`src/pkg/aemc_pkg.sv`:
```
// constants and types of the axis enable and mode controller
package aemc_pkg;
	localparam int unsigned CLK_MHZ         = 125;
	localparam int unsigned RAMP_UNIT_US    = 1000;
	localparam int unsigned RAMP_UNIT_CYC   = RAMP_UNIT_US * CLK_MHZ;
	localparam int unsigned POS_W           = 12;
	localparam int unsigned BASIC_W         = 10;
	localparam int unsigned EXT_W           = 12;
	localparam int unsigned REDUCE_SHIFT    = 1;
	localparam int unsigned PROF_N          = 8;
	localparam int unsigned PROF_AW         = 3;
	localparam int unsigned SPEED_W         = 8;
	localparam int unsigned DWELL_W         = 16;
	localparam int unsigned CUR_W           = 11;
	localparam int unsigned INPOS_TOL       = 4;
	localparam int unsigned ENT_W           = POS_W + SPEED_W + DWELL_W + PROF_AW;
	localparam logic [1:0]  MODE_RESET      = 2'h0;

	typedef enum logic [1:0] {
		AEMC_MODE_LOCAL  = 2'h0,
		AEMC_MODE_SWREM  = 2'h1,
		AEMC_MODE_BUSREM = 2'h2
	} aemc_mode_t;

	typedef enum logic {
		AEMC_ST_DISABLED = 1'h0,
		AEMC_ST_ACTIVE   = 1'h1
	} aemc_state_t;

	// one stored profile: target, speed, dwell and chained successor (0 ends chain)
	typedef struct packed {
		logic [POS_W-1:0]   target;
		logic [SPEED_W-1:0] speed;
		logic [DWELL_W-1:0] dwell;
		logic [PROF_AW-1:0] next;
	} aemc_prof_t;

	// serial-side command pulses
	typedef struct packed {
		logic set_local;
		logic set_swrem;
		logic set_busrem;
		logic enable;
		logic disable_req;
	} aemc_cmd_t;
endpackage

```
`src/hw/aemc_prof_mem.sv`:
```
// profile store with registered read port, no reset and no reload of the image from nv backup
`timescale 1ns/100ps
module aemc_prof_mem (
	input  wire logic                          clk_i,
	input  wire logic                          we_i,
	input  wire logic [aemc_pkg::PROF_AW-1:0]  waddr_i,
	input  wire logic [aemc_pkg::ENT_W-1:0]    wdata_i,
	input  wire logic [aemc_pkg::PROF_AW-1:0]  raddr_i,
	output logic      [aemc_pkg::ENT_W-1:0]    rdata_o
);
	logic [aemc_pkg::ENT_W-1:0] mem [aemc_pkg::PROF_N];

	always_ff @(posedge clk_i) begin
		if (we_i) begin
			mem[waddr_i] <= wdata_i;
		end
		rdata_o <= mem[raddr_i];
	end
endmodule

```
`src/hw/aemc_top.sv`:
```
// enable state machine, mode select, setpoint path and valve drive gating
// Functional notes
// - while disabled both solenoid current outputs are held at zero.
// - mode commands are taken only in the disabled state.
// - in the active state the stored mode is used and mode requests are refused.
// - enable comes from the enable input in local mode, or from the enable command (software mode) or bus_enable_i (fieldbus mode) with the enable input high.
// - disable comes from dropping the enable input in local mode or the disable command in software mode.
// - exactly three modes exist: local, remote software and remote fieldbus.
// - in remote software mode setpoint and profile come from the serial side, not the terminals.
// - the setpoint is either the mode's external source (analog input only in local mode) or a selected stored profile.
// - each profile has its own speed and dwell, and profiles chain into a sequence.
// - the in-position output rises when the position is within tolerance of the target and the ramped setpoint equals it.
// - an adjustable ramp time smooths the setpoint.
// - the closed loop can be switched off completely.
// - a save strobe to nonvolatile memory is passed out only while disabled; nothing is reloaded at power-up.
// - setpoint conversion width is 10 bits basic and 12 bits extended.
// - reduced input ranges give fewer effective bits than the converter width.
`timescale 1ns/100ps
module aemc_top (
	input  wire logic                          clk_i,
	input  wire logic                          rst_n_i,
	input  wire logic                          enable_pin_i,
	input  wire logic                          start_n_i,
	input  wire logic                          stop_n_i,
	input  wire logic                          ctrl_off_pin_i,
	input  wire logic                          ramp_off_pin_i,
	input  wire logic [2:0]                    prof_sel_pin_i,
	input  wire aemc_pkg::aemc_cmd_t           cmd_i,
	input  wire logic [2:0]                    sw_prof_sel_i,
	input  wire logic [aemc_pkg::POS_W-1:0]    sw_setpoint_i,
	input  wire logic                          bus_enable_i,
	input  wire logic [aemc_pkg::POS_W-1:0]    bus_setpoint_i,
	input  wire logic [aemc_pkg::POS_W-1:0]    adc_setpoint_i,
	input  wire logic [aemc_pkg::POS_W-1:0]    actual_pos_i,
	input  wire logic                          ext_variant_i,
	input  wire logic                          reduced_range_i,
	input  wire logic [1:0]                    ctrl_cfg_i,
	input  wire logic [7:0]                    ramp_time_i,
	input  wire logic                          prof_we_i,
	input  wire logic [aemc_pkg::PROF_AW-1:0]  prof_waddr_i,
	input  wire aemc_pkg::aemc_prof_t          prof_wdata_i,
	input  wire logic                          nv_save_i,
	output logic                               nv_save_o,
	output logic                               active_o,
	output aemc_pkg::aemc_mode_t               mode_o,
	output logic                               mode_refused_o,
	output logic                               in_pos_o,
	output logic                               loop_off_o,
	output logic [aemc_pkg::POS_W-1:0]         setpoint_o,
	output logic [aemc_pkg::CUR_W-1:0]         sol_a_o,
	output logic [aemc_pkg::CUR_W-1:0]         sol_b_o
);
	localparam int unsigned PW = aemc_pkg::POS_W;

	// pin synchronisers; stage one feeds only stage two
	logic [7:0] sync1_q;
	logic [7:0] sync2_q;
	always_ff @(posedge clk_i or negedge rst_n_i) begin
		if (!rst_n_i) begin
			sync1_q <= 8'h03;
			sync2_q <= 8'h03;
		end else begin
			sync1_q <= {prof_sel_pin_i, ramp_off_pin_i, ctrl_off_pin_i, enable_pin_i, stop_n_i, start_n_i};
			sync2_q <= sync1_q;
		end
	end
	logic start_s, stop_s, en_s, coff_s, roff_s;
	logic [2:0] psel_s;
	assign start_s = ~sync2_q[0];
	assign stop_s  = ~sync2_q[1];
	assign en_s    = sync2_q[2];
	assign coff_s  = sync2_q[3];
	assign roff_s  = sync2_q[4];
	assign psel_s  = sync2_q[7:5];

	// state and mode
	aemc_pkg::aemc_state_t st_q, st_d;
	aemc_pkg::aemc_mode_t  mode_q, mode_d;
	logic                  refused_d;
	logic                  mode_req;
	assign mode_req = cmd_i.set_local | cmd_i.set_swrem | cmd_i.set_busrem;

	always_comb begin
		st_d      = st_q;
		mode_d    = mode_q;
		refused_d = 1'b0;
		unique case (st_q)
			aemc_pkg::AEMC_ST_DISABLED: begin
				// mode change only here, three modes
				if (cmd_i.set_local) begin
					mode_d = aemc_pkg::AEMC_MODE_LOCAL;
				end else if (cmd_i.set_swrem) begin
					mode_d = aemc_pkg::AEMC_MODE_SWREM;
				end else if (cmd_i.set_busrem) begin
					mode_d = aemc_pkg::AEMC_MODE_BUSREM;
				end
				// enable per mode, input active high
				if (!mode_req) begin
					unique case (mode_q)
						aemc_pkg::AEMC_MODE_LOCAL:  if (en_s) st_d = aemc_pkg::AEMC_ST_ACTIVE;
						aemc_pkg::AEMC_MODE_SWREM:  if (cmd_i.enable && en_s) st_d = aemc_pkg::AEMC_ST_ACTIVE;
						aemc_pkg::AEMC_MODE_BUSREM: if (bus_enable_i && en_s) st_d = aemc_pkg::AEMC_ST_ACTIVE;
						default: st_d = st_q;
					endcase
				end
			end
			aemc_pkg::AEMC_ST_ACTIVE: begin
				refused_d = mode_req;
				// disable per mode; losing the enable input always stops
				unique case (mode_q)
					aemc_pkg::AEMC_MODE_LOCAL:  if (!en_s) st_d = aemc_pkg::AEMC_ST_DISABLED;
					aemc_pkg::AEMC_MODE_SWREM:  if (cmd_i.disable_req || !en_s) st_d = aemc_pkg::AEMC_ST_DISABLED;
					aemc_pkg::AEMC_MODE_BUSREM: if (!bus_enable_i || !en_s) st_d = aemc_pkg::AEMC_ST_DISABLED;
					default: st_d = aemc_pkg::AEMC_ST_DISABLED;
				endcase
			end
		endcase
	end

	always_ff @(posedge clk_i or negedge rst_n_i) begin
		if (!rst_n_i) begin
			st_q           <= aemc_pkg::AEMC_ST_DISABLED;
			mode_q         <= aemc_pkg::aemc_mode_t'(aemc_pkg::MODE_RESET);
			mode_refused_o <= 1'b0;
		end else begin
			st_q           <= st_d;
			mode_q         <= mode_d;
			mode_refused_o <= refused_d;
		end
	end
	assign active_o = (st_q == aemc_pkg::AEMC_ST_ACTIVE);
	assign mode_o   = mode_q;

	function automatic logic [PW-1:0] quantise(input logic [PW-1:0] v, input logic ext, input logic red);
		logic [PW-1:0] m;
		m = ext ? {PW{1'b1}} : {{aemc_pkg::BASIC_W{1'b1}}, {(PW-aemc_pkg::BASIC_W){1'b0}}};
		if (red) begin
			m = m << aemc_pkg::REDUCE_SHIFT;
		end
		return v & m;
	endfunction

	// source per mode; profile select with software, fieldbus or analog setpoint
	logic [2:0] psel;
	logic [PW-1:0] ext_sp;
	always_comb begin
		unique case (mode_q)
			aemc_pkg::AEMC_MODE_SWREM: begin
				psel   = sw_prof_sel_i;
				ext_sp = sw_setpoint_i;
			end
			aemc_pkg::AEMC_MODE_BUSREM: begin
				psel   = sw_prof_sel_i;
				ext_sp = bus_setpoint_i;
			end
			default: begin
				psel   = psel_s;
				ext_sp = quantise(adc_setpoint_i, ext_variant_i, reduced_range_i);
			end
		endcase
	end

	// profile sequencer: latch on start, dwell then follow chain
	logic [2:0]  prof_q, prof_d;
	logic [aemc_pkg::DWELL_W-1:0] dwell_q, dwell_d;
	logic [aemc_pkg::ENT_W-1:0] rd;
	aemc_pkg::aemc_prof_t ent;
	assign ent = rd;
	logic [PW-1:0] target;
	logic          at_pos;
	assign target = (prof_q == 3'h0) ? ext_sp : ent.target;

	// read at the next index so the registered word lines up with prof_q
	aemc_prof_mem i_aemc_prof_mem (
		.clk_i   (clk_i),
		.we_i    (prof_we_i),
		.waddr_i (prof_waddr_i),
		.wdata_i (prof_wdata_i),
		.raddr_i (prof_d),
		.rdata_o (rd)
	);

	always_comb begin
		prof_d  = prof_q;
		dwell_d = dwell_q;
		if (!active_o) begin
			prof_d  = 3'h0;
			dwell_d = '0;
		end else if (start_s && (psel != prof_q) && dwell_q == '0) begin
			prof_d = psel;
		end else if (prof_q != 3'h0 && at_pos) begin
			if (dwell_q == ent.dwell) begin
				dwell_d = '0;
				if (ent.next != 3'h0) begin
					prof_d = ent.next;
				end
			end else begin
				dwell_d = dwell_q + 1'b1;
			end
		end
	end

	// ramp: fixed tick period, one step every rlim+1 ticks, so the step interval scales with ramp time
	logic [$clog2(aemc_pkg::RAMP_UNIT_CYC+1)-1:0] pre_q, pre_d;
	logic [7:0]    rcnt_q, rcnt_d;
	logic [PW-1:0] sp_q, sp_d;
	logic          tick;
	logic [7:0]    rlim;
	assign tick = (pre_q == '0);
	// a profile brings its own speed; full speed 8'hFF steps straight to target
	assign rlim = (prof_q != 3'h0) ? ~ent.speed : ramp_time_i;
	always_comb begin
		pre_d  = tick ? ($bits(pre_q))'(aemc_pkg::RAMP_UNIT_CYC / (1 << PW)) : pre_q - 1'b1;
		rcnt_d = rcnt_q;
		sp_d   = sp_q;
		if (!active_o || stop_s) begin
			sp_d = active_o ? sp_q : actual_pos_i;
		end else if (rlim == 8'h00 || roff_s) begin
			sp_d = target;
		end else if (tick) begin
			if (rcnt_q >= rlim) begin
				rcnt_d = 8'h00;
				if (sp_q < target) begin
					sp_d = sp_q + 1'b1;
				end else if (sp_q > target) begin
					sp_d = sp_q - 1'b1;
				end
			end else begin
				rcnt_d = rcnt_q + 1'b1;
			end
		end
	end

	always_ff @(posedge clk_i or negedge rst_n_i) begin
		if (!rst_n_i) begin
			prof_q  <= 3'h0;
			dwell_q <= '0;
			pre_q   <= '0;
			rcnt_q  <= 8'h00;
			sp_q    <= '0;
		end else begin
			prof_q  <= prof_d;
			dwell_q <= dwell_d;
			pre_q   <= pre_d;
			rcnt_q  <= rcnt_d;
			sp_q    <= sp_d;
		end
	end

	// in position within tolerance of the final target
	assign at_pos = ((actual_pos_i > target) ? actual_pos_i - target : target - actual_pos_i) <= PW'(aemc_pkg::INPOS_TOL);

	// loop off: forced (2'h1) or external pin (2'h2); open loop maps setpoint to current
	logic loop_off;
	assign loop_off = (ctrl_cfg_i == 2'h1) || (ctrl_cfg_i == 2'h2 && coff_s);
	logic signed [PW:0] err;
	assign err = loop_off ? $signed({1'b0, sp_q}) - $signed({1'b0, 1'b1, {(PW-1){1'b0}}})
	                      : $signed({1'b0, sp_q}) - $signed({1'b0, actual_pos_i});

	always_ff @(posedge clk_i or negedge rst_n_i) begin
		if (!rst_n_i) begin
			in_pos_o   <= 1'b0;
			loop_off_o <= 1'b0;
			setpoint_o <= '0;
			sol_a_o    <= '0;
			sol_b_o    <= '0;
			nv_save_o  <= 1'b0;
		end else begin
			in_pos_o   <= active_o && at_pos && (sp_q == target);
			loop_off_o <= loop_off;
			setpoint_o <= sp_q;
			// save allowed only while disabled, so a stable image is written
			nv_save_o  <= nv_save_i && !active_o;
			if (!active_d_ok(st_d) || stop_s) begin
				sol_a_o <= '0;
				sol_b_o <= '0;
			end else begin
				sol_a_o <= (err > 0) ? aemc_pkg::CUR_W'(err[PW-1:0]) : '0;
				sol_b_o <= (err < 0) ? aemc_pkg::CUR_W'(PW'(-err)) : '0;
			end
		end
	end

	function automatic logic active_d_ok(input aemc_pkg::aemc_state_t s);
		return s == aemc_pkg::AEMC_ST_ACTIVE;
	endfunction

	sol_zero_a: assert property (@(posedge clk_i) disable iff (!rst_n_i)
		!active_o |-> (sol_a_o == '0 && sol_b_o == '0)) else $error("solenoid driven while disabled");
	mode_frozen_a: assert property (@(posedge clk_i) disable iff (!rst_n_i)
		active_o && $past(active_o) |-> $stable(mode_o)) else $error("mode changed while active");
	refuse_flag_a: assert property (@(posedge clk_i) disable iff (!rst_n_i)
		active_o && mode_req |=> mode_refused_o) else $error("mode request not refused");
	mode_take_a: assert property (@(posedge clk_i) disable iff (!rst_n_i)
		!active_o && cmd_i.set_swrem && !cmd_i.set_local |=> mode_o == aemc_pkg::AEMC_MODE_SWREM && !active_o)
		else $error("mode command lost");
	local_en_a: assert property (@(posedge clk_i) disable iff (!rst_n_i)
		!active_o && mode_o == aemc_pkg::AEMC_MODE_LOCAL && en_s && !mode_req |=> active_o)
		else $error("local enable missed");
	no_en_a: assert property (@(posedge clk_i) disable iff (!rst_n_i)
		!en_s |=> !active_o) else $error("active without enable input");
	sw_dis_a: assert property (@(posedge clk_i) disable iff (!rst_n_i)
		active_o && mode_o == aemc_pkg::AEMC_MODE_SWREM && cmd_i.disable_req |=> !active_o ##1 sol_a_o == '0)
		else $error("software disable ignored");
	mode_legal_a: assert property (@(posedge clk_i) disable iff (!rst_n_i)
		mode_o != 2'h3) else $error("illegal mode");
	inpos_a: assert property (@(posedge clk_i) disable iff (!rst_n_i)
		in_pos_o |-> $past(active_o)) else $error("in position while disabled");
	nv_a: assert property (@(posedge clk_i) disable iff (!rst_n_i)
		nv_save_o |-> $past(nv_save_i) && !$past(active_o)) else $error("bad save strobe");
endmodule

```
`config.mk`:
```
export PLATFORM = sky130hd
export DESIGN_NAME = aemc_top
export DESIGN_NICKNAME = d
export VERILOG_FILES = /design/src/pkg/aemc_pkg.sv /design/src/hw/aemc_prof_mem.sv /design/src/hw/aemc_top.sv
export SDC_FILE = /design/constraint.sdc
export NUM_CORES = 1
export LEC_CHECK = 0
export ABC_CLOCK_PERIOD_IN_PS = 15300
export BUFFER_PORTS_ARGS = -buffer_cell sky130_fd_sc_hd__buf_2
export CAP_MARGIN = 5
export CORE_MARGIN = 5
export CORE_UTILIZATION = 59
export DETAILED_ROUTE_END_ITERATION = 10
export PLACE_DENSITY = 0.82
export SLEW_MARGIN = 20
export SYNTH_ARGS = -nofsm -noshare
export SYNTH_HDL_FRONTEND = slang
export SYNTH_HIERARCHICAL = 1
export SYNTH_SLANG_ARGS = --single-unit
export TNS_END_PERCENT = 50
```
`constraint.sdc`:
```
create_clock -name clk_i -period 15.3 [get_ports clk_i]
set_input_delay 0.765 -clock clk_i [delete_from_list [all_inputs] [get_ports clk_i]]
set_output_delay 0.765 -clock clk_i [all_outputs]
set_load 0.05 [all_outputs]
```
==> key figures, run 1 <==
Outcome
  • Outcome: complete, no violations

Global routing
  • Largest net degree at the start of global routing: 80
  • Grt total ovfl: 0
  • Vias in the first global route: 13700
  • Initial antenna violation count: 5
  • GRT Overall Usage: 0.257
  • First-pass GRT wire length: 78.5 mm

Clock tree
  • Post-cts hold buffer count: 0
  • H-tree levels: 2
  • Total setup buffers inserted after CTS: 0
  • Clock Pin Slew Worst Setup and Hold Paths: 60 ps
  • CTS Buf Count: 45
  • CTS tree: yes
  • Worst skew pair latency: 580 ps
  • Post-CTS sizing: 0
  • CTS Sinks: 464
  • Clock Tree Root: clkbuf_16
  • Clock tree buffer depth: 3

Flow run
  • Max Cap Viol: 0

Yosys
  • Post-synth top area cell: edfxtp_1
  • #FFs+latches synth: 464
  • Area share of the largest cell type after synthesis: 0.443
  • Synthesized area per cell: 14.2 um2
  • Async SR Flop Fraction: 0.244
  • Cell Area, Synth: 21200 um2
  • Synth Flop Type: edfxtp_1
  • YS warnings: 6
  • Post-synth EDFFs: 312
  • Cells after Synth: 1490
  • Synth top area cells: edfxtp_1 44%, dfrtp_1 13%, mux4_2 8.3%
  • Sequential fraction of the synthesis area: 0.614
  • Distinct cells, synth: 83
  • Syn_nets: 1682

Power
  • Sw power: 791 uW
  • Clock Power Share: 0.379
  • Combinational share of power: 0.158
  • Sw frac: 0.260
  • Static leakage: 9.07 nW
  • Sequential power share: 0.463
  • Cell Pwr Density: 127 nW/um2
  • Peak supply drop: 0.112 mV
  • Internal Power: 2.25 mW

Die
  • Die height: 199 um
  • Initial core utilization: 0.596
  • FP Rows: 69
  • IO Pins: 164
  • Core Box Area: 35500 um2
  • Die area: 39700 um2
  • Die span in x: 199 um

Detailed routing
  • Final wirelength: 50.2 mm
  • DR DRC count: 0
  • DRT iter0 DRCs: 1181
  • DRT Pass-1 Iters: 5
  • Wire per inst: 23.3 um
  • Routed vias/inst: 6.22
  • Antenna-violating nets left: 0
  • Routed vias: 13400

Timing
  • Setup slack after layout: 7590 ps
  • Final setup viols: 0
  • Final Slew Violations: 0
  • Fin crit period: 7710 ps
  • Max transition margin: 0.260
  • Setup TNS: 0 ps
  • Worst clock skew: 16.7 ps
  • F_max: 130 MHz
  • Crit share post-route: 0.504
  • RSZ-0062 raised after global routing: false
  • Least-Margin Pin Slew: 1110 ps
  • Hold Violations, Final: 0

Worst setup path
  • WS Path Type: reg2reg
  • Arrival time at the worst endpoint: 8170 ps
  • Req. time, crit path: 15750 ps
  • RR Startpoint: mode_o[0]
  • CP Launch Type: flip-flop
  • Worst Setup SP: mode_o[0]
  • Critical path capture point type: flip-flop
  • Crit-path max FO: 54

Finish
  • Final nets: 1850
  • Fillers: 2335
  • Most frequent cells in the layout: 312 x edfxtp_1, 162 x buf_2, 109 x dfrtp_1
  • Most common cell after layout, fill and taps aside: edfxtp_1
  • Area delta synth->final: 13.7%
  • Share of cells above drive strength 1: 0.246

Place
  • Post-Place Worst Slack: 7360 ps
  • HPWL Detailed: 32.3 mm
  • # port buffers: 163
  • GP Congestion: 0.969

Worst hold path
  • Hold WC Path Type: in2async
==> per-layer routing <==
metal,vias up,share of wire,track usage
met5,-,0.00054,0
met4,4,0.028,0.0772
met3,94,0.076,0.0427
met2,542,0.50,0.445
met1,6721,0.39,0.341
li1,6046,-,-
==> cell families after synthesis <==
family | Yosys count | share of synthesized area
flops | 464 | 0.614
simple gates | 344 | 0.0804
compound gates | 284 | 0.0923
mux | 143 | 0.120
buf+inv | 123 | 0.0254
fa+ha+maj | 69 | 0.0415
xor+xnor | 63 | 0.0261
==> critical path, cell delays in order, from the launching register on <==
cell	delay (ps)
dfrtp_1	400
inv_1	110
ha_1	970
nor2b_1	130
a221oi_2	350
nor2_1	170
ha_1	390
nor2b_1	200
o31ai_1	570
nand2_1	270
o311ai_4	490
nand2_1	80
or4_1	480
a211oi_2	210
buf_4	290
nand4_1	190
a31oi_4	220
buf_4	480
buf_6	660
mux4_2	610
mux2_4	290
==> layout make-up <==
cell class,instances,area [um2],share of cell area
sequential,464,13000,0.540
multi-input combinational,903,7740,0.322
clock buffer,64,1260,0.0523
timing repair buffer,183,972,0.0404
tap,461,577,0.0240
clock inverter,18,287,0.0119
inverter,61,229,0.00952
antenna,2,5.00,0.000208
==> registers in the layout, summed over array words and instances (netlist names) <==
register,cells
pre_q,17
mode_o,2
sp_q,12
sol_a_o,11
i_aemc_prof_mem/rdata_o,39
sync2_q,8
active_o,1
prof_q,3
nv_save_o,1
sync1_q,8
mode_refused_o,1
rcnt_q,8
i_aemc_prof_mem/mem,312
loop_off_o,1
dwell_q,16
sol_b_o,11
setpoint_o,12
in_pos_o,1
==> power groups by stage <==
stage,clock network (mW),logic (mW),registers [mW]
after floorplan,0,0.325,1.44
after global placement,0,0.463,1.43
after detailed placement,0,0.472,1.43
after CTS,1.17,0.476,1.41
after global routing,1.23,0.525,1.41
final,1.15,0.481,1.41
==> cell usage after synthesis, types with 4 or more instances <==
master	instances
ha_1	67
dfrtp_1	109
o31ai_1	12
inv_1	61
o221ai_1	4
a31oi_1	8
xor2_1	18
a211o_1	4
a21o_1	22
nand4_1	18
dfstp_2	4
a41o_1	7
or3_1	11
or2_2	8
nor4_1	8
nor2b_1	10
nand3_1	24
nor2_1	97
xnor2_1	45
mux4_2	78
o211ai_1	11
nand2b_1	17
edfxtp_1	312
nor3_1	22
mux2i_1	12
clkbuf_1	42
a21oi_1	55
nand2_1	78
o21a_1	5
and2_1	14
dfxtp_1	39
mux2_2	33
a22oi_1	11
o21bai_1	6
nor4b_1	5
o21ai_0	72
a21boi_0	4
mux2_4	20
a211oi_1	14
o311ai_1	4
and3_1	16
buf_2	16
==> final timing paths <==
check,endpoint,slack [ps],cells after the start
worst max-delay path,i_aemc_prof_mem/rdata_o[25],7590,20
worst min-delay path,sync1_q[3],210,1
worst max register to register,i_aemc_prof_mem/rdata_o[25],7590,20
worst min register to register,sync2_q[7],340,0
max in group asynchronous,dwell_q[0],13820,2
min in group clk_i,sync1_q[0],290,1
==> through the flow <==
step	total power [mW]	utilization	cell area, um2	hold slack [ps]	std cells
5_1_grt	3.17	0.678	24100	246	2156
2_1_floorplan	1.77	-	21200	331	1490
6_report	3.04	0.678	24100	205	2156
3_3_place_gp	1.89	0.634	22500	334	2072
4_1_cts	3.06	0.678	24000	212	2154
3_5_place_dp	1.91	0.634	22500	335	2072
No activity file was read; power rests on OpenSTA's default activity.
==> run 2: changes to the inputs <==
Settings changed: ABC_CLOCK_PERIOD_IN_PS 15300 to 7000, CORE_UTILIZATION 59 to 54, PLACE_DENSITY 0.82 to 0.79.
Clock period 15.3 ns to 7 ns, I/O delays scaled along.
==> run 2 against run 1 <==
Effect of this change:
- clock power up 130%
- sequential share of layout area down 1.3 points
- setup slack got worse by 7100 ps
- wire length is 1.6% higher
- critical path depth decreased by 2
==> key figures, run 2 (same netlist as run 1, synthesis figures left out) <==
Timing
  • Fin crit period: 6560 ps (-1150 ps)
  • Max transition margin: 0.204 (-0.0557)
  • RSZ-0062 raised after global routing: false
  • Crit share post-route: 0.938 (+0.433)
  • Least-Margin Pin Slew: 1180 ps (+67.0 ps)
  • Final setup viols: 0 (unchanged)
  • Hold Violations, Final: 0 (unchanged)
  • Worst clock skew: 52.3 ps (+35.6 ps)
  • Final Slew Violations: 0 (unchanged)
  • F_max: 152 MHz (+18%)
  • Setup slack after layout: 437 ps (-7150 ps)
  • Setup TNS: 0 ps (unchanged)

Die
  • IO Pins: 164 (unchanged)
  • Die span in x: 208 um (+4.3%)
  • Die height: 208 um (+4.3%)
  • Initial core utilization: 0.546 (-0.0501)
  • Core Box Area: 38700 um2 (+9.2%)
  • FP Rows: 72 (+4.3%)
  • Die area: 43200 um2 (+8.8%)

Clock tree
  • Worst skew pair latency: 610 ps (+30 ps)
  • CTS Buf Count: 46 (+2.2%)
  • CTS tree: yes
  • Total setup buffers inserted after CTS: 0 (unchanged)
  • Clock Tree Root: clkbuf_16
  • H-tree levels: 2 (unchanged)
  • Clock tree buffer depth: 3 (unchanged)
  • CTS Sinks: 464 (unchanged)
  • Clock Pin Slew Worst Setup and Hold Paths: 60 ps (about the same)

Worst setup path
  • WS Path Type: reg2reg
  • Arrival time at the worst endpoint: 7040 ps (-1130 ps)
  • Crit-path max FO: 33 (-39%)
  • CP Launch Type: flip-flop
  • Req. time, crit path: 7480 ps (-8270 ps)
  • Critical path capture point type: flip-flop
  • Reg2reg setup slack: 440 ps (-7150 ps)

Place
  • HPWL Detailed: 33.1 mm (+2.2%)
  • GP Congestion: 0.952 (-1.7%)
  • # port buffers: 163 (unchanged)
  • Post-Place Worst Slack: 341 ps (-7020 ps)

Finish
  • Area delta synth->final: 16.6%
  • Most common cell after layout, fill and taps aside: edfxtp_1
  • Most frequent cells in the layout: 312 x edfxtp_1, 162 x buf_2, 109 x dfrtp_1
  • Biggest regs: i_aemc_prof_mem/mem: 312 flops, i_aemc_prof_mem/rdata_o: 39 flops, pre_q: 17 flops
  • Multi-input logic area: 7750 um2 (+0.11%)
  • Fillers: 2756 (+18%)
  • Max FFs per register: 312 (unchanged)
  • Largest Register: i_aemc_prof_mem/mem
  • Share of cells above drive strength 1: 0.248 (+0.00270)
  • Reg area: 13000 um2 (unchanged)
  • Final nets: 1889 (+2.1%)

Flow run
  • Max Cap Viol: 0 (unchanged)

Global routing
  • Grt total ovfl: 0 (unchanged)
  • GRT Overall Usage: 0.233 (-0.0249)
  • Initial antenna violation count: 6 (+1)
  • Vias in the first global route: 13800 (+1.2%)
  • First-pass GRT wire length: 79.3 mm (+1.0%)
  • Largest net degree at the start of global routing: 80 (unchanged)

Detailed routing
  • DRT Pass-1 Iters: 5 (unchanged)
  • Routed vias/inst: 6.02 (-3.2%)
  • Wire per inst: 22.6 um (-2.8%)
  • DRT iter0 DRCs: 1219 (+3.2%)
  • Final wirelength: 51.0 mm (+1.6%)
  • Routed vias: 13600 (+1.3%)
  • DR DRC count: 0 (unchanged)
  • Antenna-violating nets left: 0 (unchanged)

Outcome
  • Outcome: complete, no violations

Worst hold path
  • Hold WC Path Type: in2reg

Power
  • Cell Pwr Density: 276 nW/um2 (+120%)
  • Peak supply drop: 0.221 mV (+98%)
  • Static leakage: 9.29 nW (+2.4%)
  • Overall Power: 6.82 mW (+120%)
## run 2: layout make-up
cell class | count | share of cell area
diodes | 2 | 0.000203
repair buffers | 221 | 0.0558
clock inverters | 29 | 0.0177
inverters | 61 | 0.00929
multi-input cells | 903 | 0.314
well taps | 518 | 0.0263
flip-flops and latches | 464 | 0.526
clock buffers | 57 | 0.0500
## run 2: repair_timing
action,4_1_cts,5_1_grt
hold endpoints to repair,174,0
resized for setup,0,1
hold buffers,32,0
setup endpoints to repair,0,16
## run 2: report_power, final
| group | switching [mW] | internal, mW |
|---|---|---|
| clock network | 1.10 | 1.57 |
| logic | 0.649 | 0.426 |
| registers | 0.0473 | 3.03 |
## run 2: final timing paths
kind,start,endpoint,cells past startpoint
setup reg to reg,mode_o[0],i_aemc_prof_mem/rdata_o[23],18
hold / removal,prof_wdata_i[10],i_aemc_prof_mem/mem[4][10],1
max in group asynchronous,rst_n_i,sync1_q[2],3
min in group asynchronous,rst_n_i,sync2_q[3],2
hold reg to reg,sync1_q[3],sync2_q[3],0
setup / recovery,mode_o[0],i_aemc_prof_mem/rdata_o[23],18
## run 2: metal layers
metal	up-vias	global-route usage	share of wire
met3	127	0.0446	0.070
met4	8	0.0897	0.041
met1	6777	0.303	0.39
met2	538	0.391	0.49
li1	6125	-	-
met5	-	0	0.00096
## run 2: metrics by stage
stage	std cells	hold WS (ps)	utilization	area, um2
2_1_floorplan	1490	54.4	-	21200
3_3_place_gp	2135	335	0.585	22700
3_5_place_dp	2135	338	0.585	22700
4_1_cts	2253	0.551	0.636	24600
5_1_grt	2254	10.9	0.637	24700
6_report	2255	23.1	0.637	24700
## run 2: worst max-delay path: stages, from the launching register on
cell and delay [ps]:
dfrtp_1 390, inv_1 100, ha_1 400, a22o_1 290
a221oi_2 350, nor2_1 170, ha_1 370, nor2b_1 190
o31ai_1 550, nand2_1 280, o311ai_4 510, mux2_2 410
a32oi_1 360, nand2_1 270, a41o_1 270, a31oi_4 230
buf_6 450, mux4_2 580, mux2_4 280
